$ cat src/mhsl_params.svh
// Purpose: Offsets, bit positions, reset values of the modem handshake block
// Assumes: Byte addresses on a 32-bit APB, one register per aligned word
// Notes: Definitions only
`ifndef MHSL_PARAMS_SVH
`define MHSL_PARAMS_SVH

// ----------------------------------------
// Register offsets (low address byte)
// ----------------------------------------
`define MHSL_OFF_MSR 8'h00
`define MHSL_OFF_MCR 8'h04
`define MHSL_OFF_IST 8'h08
`define MHSL_OFF_IMSK 8'h0C

// ----------------------------------------
// Modem status bits
// ----------------------------------------
`define MHSL_MSR_DCTS 0
`define MHSL_MSR_DDSR 1
`define MHSL_MSR_DDCD 3
`define MHSL_MSR_CTS 4
`define MHSL_MSR_DSR 5
`define MHSL_MSR_DCD 7

// ----------------------------------------
// Line control bits
// ----------------------------------------
`define MHSL_MCR_DTR 0
`define MHSL_MCR_LOOP 4
`define MHSL_MCR_AUTO 5
`define MHSL_MCR_MASK 8'h31

// ----------------------------------------
// Event status / mask bits, line order
// ----------------------------------------
`define MHSL_EV_CTS 0
`define MHSL_EV_DSR 1
`define MHSL_EV_DCD 2
`define MHSL_NLINES 3

// ----------------------------------------
// Reset values
// ----------------------------------------
`define MHSL_RST_MCR 8'h00
`define MHSL_RST_EV 3'h0
`define MHSL_RST_RDATA 32'h0000_0000

`endif

$ cat src/mhsl_pkg.sv
// Purpose: Types shared by the modem handshake block and its bench
// Assumes: Nothing beyond the params header
// Notes: Bundles travel as packed structs
package mhsl_pkg;

	// APB request from the master
	typedef struct packed {
		logic psel;
		logic penable;
		logic pwrite;
		logic [7:0] paddr;
		logic [31:0] pwdata;
	} mhsl_apb_req_t;

	// Modem handshake inputs, all active low
	typedef struct packed {
		logic dcd_n;
		logic dsr_n;
		logic cts_n;
	} mhsl_modem_t;

	// Decoded register select
	typedef enum logic [4:0] {
		MHSL_SEL_NONE = 5'b00001,
		MHSL_SEL_MSR = 5'b00010,
		MHSL_SEL_MCR = 5'b00100,
		MHSL_SEL_IST = 5'b01000,
		MHSL_SEL_IMSK = 5'b10000
	} mhsl_sel_t;

endpackage

$ cat src/mhsl_top.sv
// Purpose: Modem handshake and status lines with APB registers
// Assumes: Modem inputs synchronous to sys_clk; zero-wait APB slave
// Notes: Read data is staged in the setup cycle; pready is always high
`timescale 1ns/1ns
`include "mhsl_params.svh"

// Function
// RULE1 - CTS level bit4, change flag bit0
// RULE2 - CTS change interrupts only outside auto mode
// RULE3 - Auto mode: CTS permits or holds transmitter
// RULE4 - Eight-bit data pins, driven only during reads
// RULE5 - DCD change flag at bit3
// RULE6 - DCD change raises enabled interrupt
// RULE7 - Driver-off high except while CPU reads
// RULE8 - DSR level at bit5
// RULE9 - DSR change flag at bit1
// RULE10 - DSR change raises enabled interrupt
// RULE11 - DTR active low, set by control bit
// RULE12 - DTR inactive on reset and loop mode
// RULE13 - Status read clears all change flags; the code clears only the flags the staged read showed
module mhsl_top #(
	parameter int PIN_W = 8
) (
	// Clock and reset
	input wire logic sys_clk,
	input wire logic rst_n,
	// APB slave
	input wire mhsl_pkg::mhsl_apb_req_t apb_req,
	output logic [31:0] prdata,
	output logic pready,
	output logic pslverr,
	// Data pins toward the CPU side transceiver
	output logic [PIN_W-1:0] data_o,
	output logic data_oe,
	output logic bus_driver_off,
	// Modem lines
	input wire mhsl_pkg::mhsl_modem_t modem_in,
	output logic dtr_n,
	// Transmitter gate and interrupt
	output logic tx_permit,
	output logic irq
);

	// ----------------------------------------
	// Elaboration check
	// ----------------------------------------
	generate
		if (PIN_W != 8) begin : g_bad_width
			$error("PIN_W must be 8");
		end
	endgenerate

	// ----------------------------------------
	// Decode
	// ----------------------------------------
	function automatic mhsl_pkg::mhsl_sel_t reg_sel(input logic [7:0] a);
		mhsl_pkg::mhsl_sel_t s;
		s = mhsl_pkg::MHSL_SEL_NONE;
		if (a == `MHSL_OFF_MSR) begin
			s = mhsl_pkg::MHSL_SEL_MSR;
		end else if (a == `MHSL_OFF_MCR) begin
			s = mhsl_pkg::MHSL_SEL_MCR;
		end else if (a == `MHSL_OFF_IST) begin
			s = mhsl_pkg::MHSL_SEL_IST;
		end else if (a == `MHSL_OFF_IMSK) begin
			s = mhsl_pkg::MHSL_SEL_IMSK;
		end
		return s;
	endfunction

	mhsl_pkg::mhsl_sel_t sel;
	logic setup_rd;
	logic acc;
	logic acc_rd;
	logic acc_wr;

	assign sel = reg_sel(apb_req.paddr);
	assign setup_rd = apb_req.psel && !apb_req.penable && !apb_req.pwrite;
	assign acc = apb_req.psel && apb_req.penable;
	assign acc_rd = acc && !apb_req.pwrite;
	assign acc_wr = acc && apb_req.pwrite;

	// ----------------------------------------
	// Line sampling and change detection
	// ----------------------------------------
	logic [`MHSL_NLINES-1:0] line_act;
	logic [`MHSL_NLINES-1:0] lvl_r;
	logic [`MHSL_NLINES-1:0] chg;
	logic primed_r;

	assign line_act = ~{modem_in.dcd_n, modem_in.dsr_n, modem_in.cts_n};

	// First sample after reset only primes, so a low pin is no change
	always_ff @(posedge sys_clk or negedge rst_n) begin
		if (!rst_n) begin
			primed_r <= 1'b0;
		end else begin
			primed_r <= 1'b1;
		end
	end

	genvar gi;
	generate
		for (gi = 0; gi < `MHSL_NLINES; gi++) begin : g_line
			always_ff @(posedge sys_clk or negedge rst_n) begin
				if (!rst_n) begin
					lvl_r[gi] <= 1'b0;
				end else begin
					lvl_r[gi] <= line_act[gi];
				end
			end
			assign chg[gi] = primed_r && (line_act[gi] != lvl_r[gi]);
		end
	endgenerate

	// ----------------------------------------
	// Modem status change flags
	// ----------------------------------------
	logic [`MHSL_NLINES-1:0] msr_flg_r;
	logic [`MHSL_NLINES-1:0] msr_clr;
	logic [31:0] rdata_r;
	logic msr_rd_done;

	assign msr_rd_done = acc_rd && (sel == mhsl_pkg::MHSL_SEL_MSR);
	// Clear only what the staged read showed; later changes survive
	assign msr_clr = msr_rd_done ? {rdata_r[`MHSL_MSR_DDCD], rdata_r[`MHSL_MSR_DDSR],
		rdata_r[`MHSL_MSR_DCTS]} : '0;

	always_ff @(posedge sys_clk or negedge rst_n) begin
		if (!rst_n) begin
			msr_flg_r <= `MHSL_RST_EV;
		end else begin
			msr_flg_r <= (msr_flg_r & ~msr_clr) | chg; // RULE1 RULE5 RULE9 RULE13
		end
	end

	// ----------------------------------------
	// Line control register
	// ----------------------------------------
	logic [7:0] mcr_r;
	logic auto_cts;
	logic loop_on;

	assign auto_cts = mcr_r[`MHSL_MCR_AUTO];
	assign loop_on = mcr_r[`MHSL_MCR_LOOP];

	always_ff @(posedge sys_clk or negedge rst_n) begin
		if (!rst_n) begin
			mcr_r <= `MHSL_RST_MCR;
		end else if (acc_wr && sel == mhsl_pkg::MHSL_SEL_MCR) begin
			mcr_r <= apb_req.pwdata[7:0] & `MHSL_MCR_MASK;
		end
	end

	// ----------------------------------------
	// Interrupt status and mask
	// ----------------------------------------
	logic [`MHSL_NLINES-1:0] ist_r;
	logic [`MHSL_NLINES-1:0] imsk_r;
	logic [`MHSL_NLINES-1:0] ev_set;
	logic [`MHSL_NLINES-1:0] ist_clr;

	// CTS moves are flow control in auto mode, not an event
	assign ev_set = chg & {2'b11, !auto_cts}; // RULE2 RULE6 RULE10
	assign ist_clr = (acc_wr && sel == mhsl_pkg::MHSL_SEL_IST) ?
		apb_req.pwdata[`MHSL_NLINES-1:0] : '0;

	// Set wins over a write-one clear in the same cycle
	always_ff @(posedge sys_clk or negedge rst_n) begin
		if (!rst_n) begin
			ist_r <= `MHSL_RST_EV;
		end else begin
			ist_r <= (ist_r & ~ist_clr) | ev_set;
		end
	end

	always_ff @(posedge sys_clk or negedge rst_n) begin
		if (!rst_n) begin
			imsk_r <= `MHSL_RST_EV;
		end else if (acc_wr && sel == mhsl_pkg::MHSL_SEL_IMSK) begin
			imsk_r <= apb_req.pwdata[`MHSL_NLINES-1:0];
		end
	end

	assign irq = |(ist_r & imsk_r); // RULE2 RULE6 RULE10

	// ----------------------------------------
	// Read data staging
	// ----------------------------------------
	logic [31:0] rd_mux;

	always_comb begin
		rd_mux = `MHSL_RST_RDATA;
		unique case (sel)
			mhsl_pkg::MHSL_SEL_MSR: begin
				rd_mux[`MHSL_MSR_DCTS] = msr_flg_r[`MHSL_EV_CTS];
				rd_mux[`MHSL_MSR_DDSR] = msr_flg_r[`MHSL_EV_DSR];
				rd_mux[`MHSL_MSR_DDCD] = msr_flg_r[`MHSL_EV_DCD];
				rd_mux[`MHSL_MSR_CTS] = lvl_r[`MHSL_EV_CTS]; // RULE1
				rd_mux[`MHSL_MSR_DSR] = lvl_r[`MHSL_EV_DSR]; // RULE8
				rd_mux[`MHSL_MSR_DCD] = lvl_r[`MHSL_EV_DCD];
			end
			mhsl_pkg::MHSL_SEL_MCR: begin
				rd_mux[7:0] = mcr_r;
			end
			mhsl_pkg::MHSL_SEL_IST: begin
				rd_mux[`MHSL_NLINES-1:0] = ist_r;
			end
			mhsl_pkg::MHSL_SEL_IMSK: begin
				rd_mux[`MHSL_NLINES-1:0] = imsk_r;
			end
			mhsl_pkg::MHSL_SEL_NONE: begin
				rd_mux = `MHSL_RST_RDATA;
			end
		endcase
	end

	// Staged in setup so the access phase answers at once
	always_ff @(posedge sys_clk or negedge rst_n) begin
		if (!rst_n) begin
			rdata_r <= `MHSL_RST_RDATA;
		end else if (setup_rd) begin
			rdata_r <= rd_mux;
		end
	end

	assign prdata = rdata_r;
	assign pready = 1'b1;
	assign pslverr = acc && (sel == mhsl_pkg::MHSL_SEL_NONE);

	// ----------------------------------------
	// Data pins and driver control
	// ----------------------------------------
	assign data_o = rdata_r[PIN_W-1:0];
	assign data_oe = acc_rd; // RULE4
	assign bus_driver_off = !acc_rd; // RULE7

	// ----------------------------------------
	// Terminal ready and transmit gate
	// ----------------------------------------
	always_ff @(posedge sys_clk or negedge rst_n) begin
		if (!rst_n) begin
			dtr_n <= 1'b1; // RULE12
		end else begin
			dtr_n <= !(mcr_r[`MHSL_MCR_DTR] && !loop_on); // RULE11 RULE12
		end
	end

	// Uses the sampled level so the gate and the status bit agree
	assign tx_permit = !auto_cts || lvl_r[`MHSL_EV_CTS]; // RULE3
endmodule

$ cat config.mk
export PLATFORM = sky130hd
export DESIGN_NAME = mhsl_top
export DESIGN_NICKNAME = d
export VERILOG_FILES = /design/src/mhsl_pkg.sv /design/src/mhsl_top.sv
export VERILOG_INCLUDE_DIRS = /design/src
export SDC_FILE = /design/constraint.sdc
export NUM_CORES = 1
export LEC_CHECK = 0
export ABC_CLOCK_PERIOD_IN_PS = 1500
export BUFFER_PORTS_ARGS = -buffer_cell sky130_fd_sc_hd__buf_4
export CORE_MARGIN = 10
export CORE_UTILIZATION = 42
export CTS_BUF_LIST = sky130_fd_sc_hd__clkbuf_4 sky130_fd_sc_hd__clkbuf_8 sky130_fd_sc_hd__clkbuf_16
export DETAILED_ROUTE_END_ITERATION = 8
export GPL_TIMING_DRIVEN = 0
export PLACE_DENSITY = 0.8
export SLEW_MARGIN = 40
export SYNTH_ARGS = -nofsm -noshare
export SYNTH_HDL_FRONTEND = slang
export SYNTH_SLANG_ARGS = --single-unit
$ cat constraint.sdc
create_clock -name sys_clk -period 1.5 [get_ports sys_clk]
set_clock_uncertainty 0.15 [all_clocks]
set_input_delay 0 -clock sys_clk [delete_from_list [all_inputs] [get_ports sys_clk]]
set_output_delay 0 -clock sys_clk [all_outputs]
set_load 0.05 [all_outputs]
==> metrics.md <==
| Metric | Value |
|---|---|
| Outcome | `finished with violations` |
| Failing checks | `negative hold slack, negative setup slack` |
| # port buffers | `40` |
| Distinct cells, synth | `31` |
| # H-tree levels | `1` |
| Antenna-violating nets left | `0` |
| Site row count | `21` |
| Final weighted congestion in routability-driven placement | `0.858` |
| Total track usage | `11.8%` |
| Final setup viols | `1` |
| Worst reg2reg path startpoint | `imsk_r[0]` |
| Die Area | `0.00621 mm²` |
| Mapped cell area | `0.00145 mm²` |
| Synth warn | `0` |
| Hold crit path type | `primary input to register` |
| Reg2reg path depth | `2` |
| Filler Cell Count | `272` |
| Area of the multi-input gates | `638 µm²` |
| Critical path launch point type | `register` |
| CP Max Fanout | `2` |
| CTS Sinks | `24` |
| Vias per cell | `4.49` |
| Min Tclk post-route | `1.50 ns` |
| Worst slack, placed | `-0.308 ns` |
| Final Cycle Share | `100%` |
| Final Hold Viols | `2` |
| Worst reg-to-reg setup slack | `0.15 ns` |
| Post-route setup slack | `-0.00176 ns` |
| Die Wd | `78.8 µm` |
| R2r endpoint | `prdata[0]` |
| Reg clk slew, reported paths | `0.14 ns` |
| Max clock buf depth | `2` |
| Crit path kind | `register to output pin` |
| Synth top area share | `39.6%` |
| Synth Area per Inst | `10.2 µm²` |
| Post-synth top cells | `buf_4, dfrtp_1, inv_1` |
| Sequential Area | `602 µm²` |
| Via count of the first global-routing pass | `1304` |
| Final #Nets | `284` |
| Ant. Diodes | `0` |
| Max-cap violations | `0` |
| Leak | `1.16 nW` |
| Worst skew pair latency | `0.33 ns` |
| RSZ-0062 raised after global routing | `true` |
| DR WL/cell | `13.6 µm` |
| EDFF count, synth | `0` |
| Final HPWL DP | `2730 µm` |
| CP Capture Type | `output pin` |
| Core area | `0.00334 mm²` |
| Hold slack | `-0.00265 ns` |
| Hold Crit Start | `apb_req[35]` |
| Sequential share of the synthesized area | `41.4%` |
| FMAX | `0.666 GHz` |
| Hold Path Cell Cnt | `4` |
| Vias | `1261` |
| Slew Viols, Final | `0` |
| Cell Pwr Density | `658 mW/mm²` |
| Area leader, netlist | `dfrtp_1` |
| Placed cell count | `255` |
| Top_reg_cell synth | `dfrtp_1` |
| Post-synth ARST share | `100%` |
| Die Ht | `78.8 µm` |
| Most frequent cell after synthesis | `buf_4` |
| Grt ovf | `0` |
| CTS Root Cell | `clkbuf_4` |
| CTS buffer count | `3` |
| DR DRC count | `0` |
| Initial antenna violation count | `0` |
| Mapped Cells | `143` |
| Layout cell share with drive strength beyond 1 | `43.0%` |
| Flops & latches, synth | `24` |
| Max VDD drop | `0.000441 V` |
| Drt pass-1 iters | `4` |
| Routed wire length | `3830 µm` |
| Largest net degree at the start of global routing | `25` |
| P&R area growth vs syn | `50.7%` |
| Arrival @ worst endpoint | `1.35 ns` |
| # IOs | `95` |
| Main area contributors after synthesis | `dfrtp_1, buf_4, inv_1` |
| Crit path required time | `1.35 ns` |
| Iter 0 DRT Violations | `113` |
| Hold endpoint | `imsk_r[2]` |
| Initial Util | `43.6%` |
| Final Non-Filler Cells | `281` |
| Design area | `0.00219 mm²` |
| Global-route wire length before repair | `6030 µm` |
| CTS tree | `done` |
| Post-DP Area | `0.00191 mm²` |
## power by group
part           internal (W)  switching [W]
Clock              0.000149       0.000201
Sequential         0.000657     0.00000736
Combinational      0.000160       0.000268
Total              0.000966       0.000476
## layout make-up
class	count	area share, %
Inverter	13	2.23
Multi-Input combinational cell	93	29.1
Sequential cell	24	27.5
Clock buffer	4	1.66
Timing Repair Buffer	62	23.9
Buffer	39	13.0
Tap cell	46	2.63
## sequential cells by signal, indices dropped and copies added, names as in the netlist
name and count:
dtr_n 1, imsk_r 3, ist_r 3, lvl_r 3, mcr_r 3, msr_flg_r 3, prdata 7, primed_r 1
## layer usage
layer | wire length, µm | GRT usage, % | up-vias
met3 | 317 | 3.94 | 10
met5 | 0 | 0 | -
met2 | 1910 | 19.8 | 58
li1 | - | - | 618
met1 | 1490 | 12.9 | 575
met4 | 119 | 6.63 | 0
## worst max-delay path by stage
stage | startpoint | cells after the start | slack, ns | end
after detailed placement | apb_req[37] | 5 | -0.31 | mcr_r[0]
after floorplan | apb_req[37] | 3 | -0.12 | imsk_r[0]
after global routing | imsk_r[1] | 3 | -0.02 | irq
after global placement | apb_req[37] | 5 | -0.29 | mcr_r[0]
final | imsk_r[1] | 3 | -0.002 | irq
after CTS | apb_req[37] | 6 | -0.003 | pslverr
## critical path, stage by stage (launching register included)
cell and delay [ns]:
dfrtp_1 0.41, a222oi_1 0.35, inv_1 0.10, buf_6 0.16
## logic make-up (layout without fill, tap and decap cells)
logic type,Yosys count,after routing,share of synthesized area [%]
AOI/OAI and AO/OA,15,15,7.40
DFF,24,24,41.4
xor gates and xnor gates,3,3,1.81
buffers and inverters,52,118,22.5
other,2,28,0.517
muxes,11,11,9.72
and+or+nand+nor,36,36,16.7
## placed cells by master, fill, tap and decap left out, drive strengths merged
master / instances
nand2: 8
nand3: 2
or3b: 1
o21ai: 6
nor3: 1
a222oi: 1
clkbuf: 8
nand4: 1
a22o: 3
o41ai: 4
mux2i: 4
mux2: 6
nand2b: 2
nor2b: 1
inv: 13
buf: 80
or2: 4
nand3b: 3
nor4: 8
xnor2: 3
conb: 28
or4: 2
mux4: 1
nand4b: 3
dlygate4sd3: 17
o22ai: 1
dfrtp: 23
dfstp: 1
## metrics by stage
| step | TNS [ns] | total power [W] | utilization, % |
|---|---|---|---|
| detailed placement | -2.81 | 0.00105 | 57.2 |
| global placement | -2.46 | 0.00105 | 57.2 |
| floorplan | -0.589 | 0.000964 | - |
| CTS | -0.00274 | 0.00143 | 64.0 |
| global route | -0.0320 | 0.00149 | 65.7 |
| finish | -0.00176 | 0.00144 | 65.7 |
## timing repair
| action | in CTS | in global routing |
|---|---|---|
| gates resized for setup | 3 | 6 |
| hold buffers | 17 | 0 |
| setup buffers | 1 | 4 |
| endpoints found under the hold margin | 40 | 0 |
| gates cloned | 0 | 0 |
| setup endpoints to repair | 2 | 3 |
| pin swaps | 1 | 1 |
Note: power is estimated with default switching activity, not from simulation.
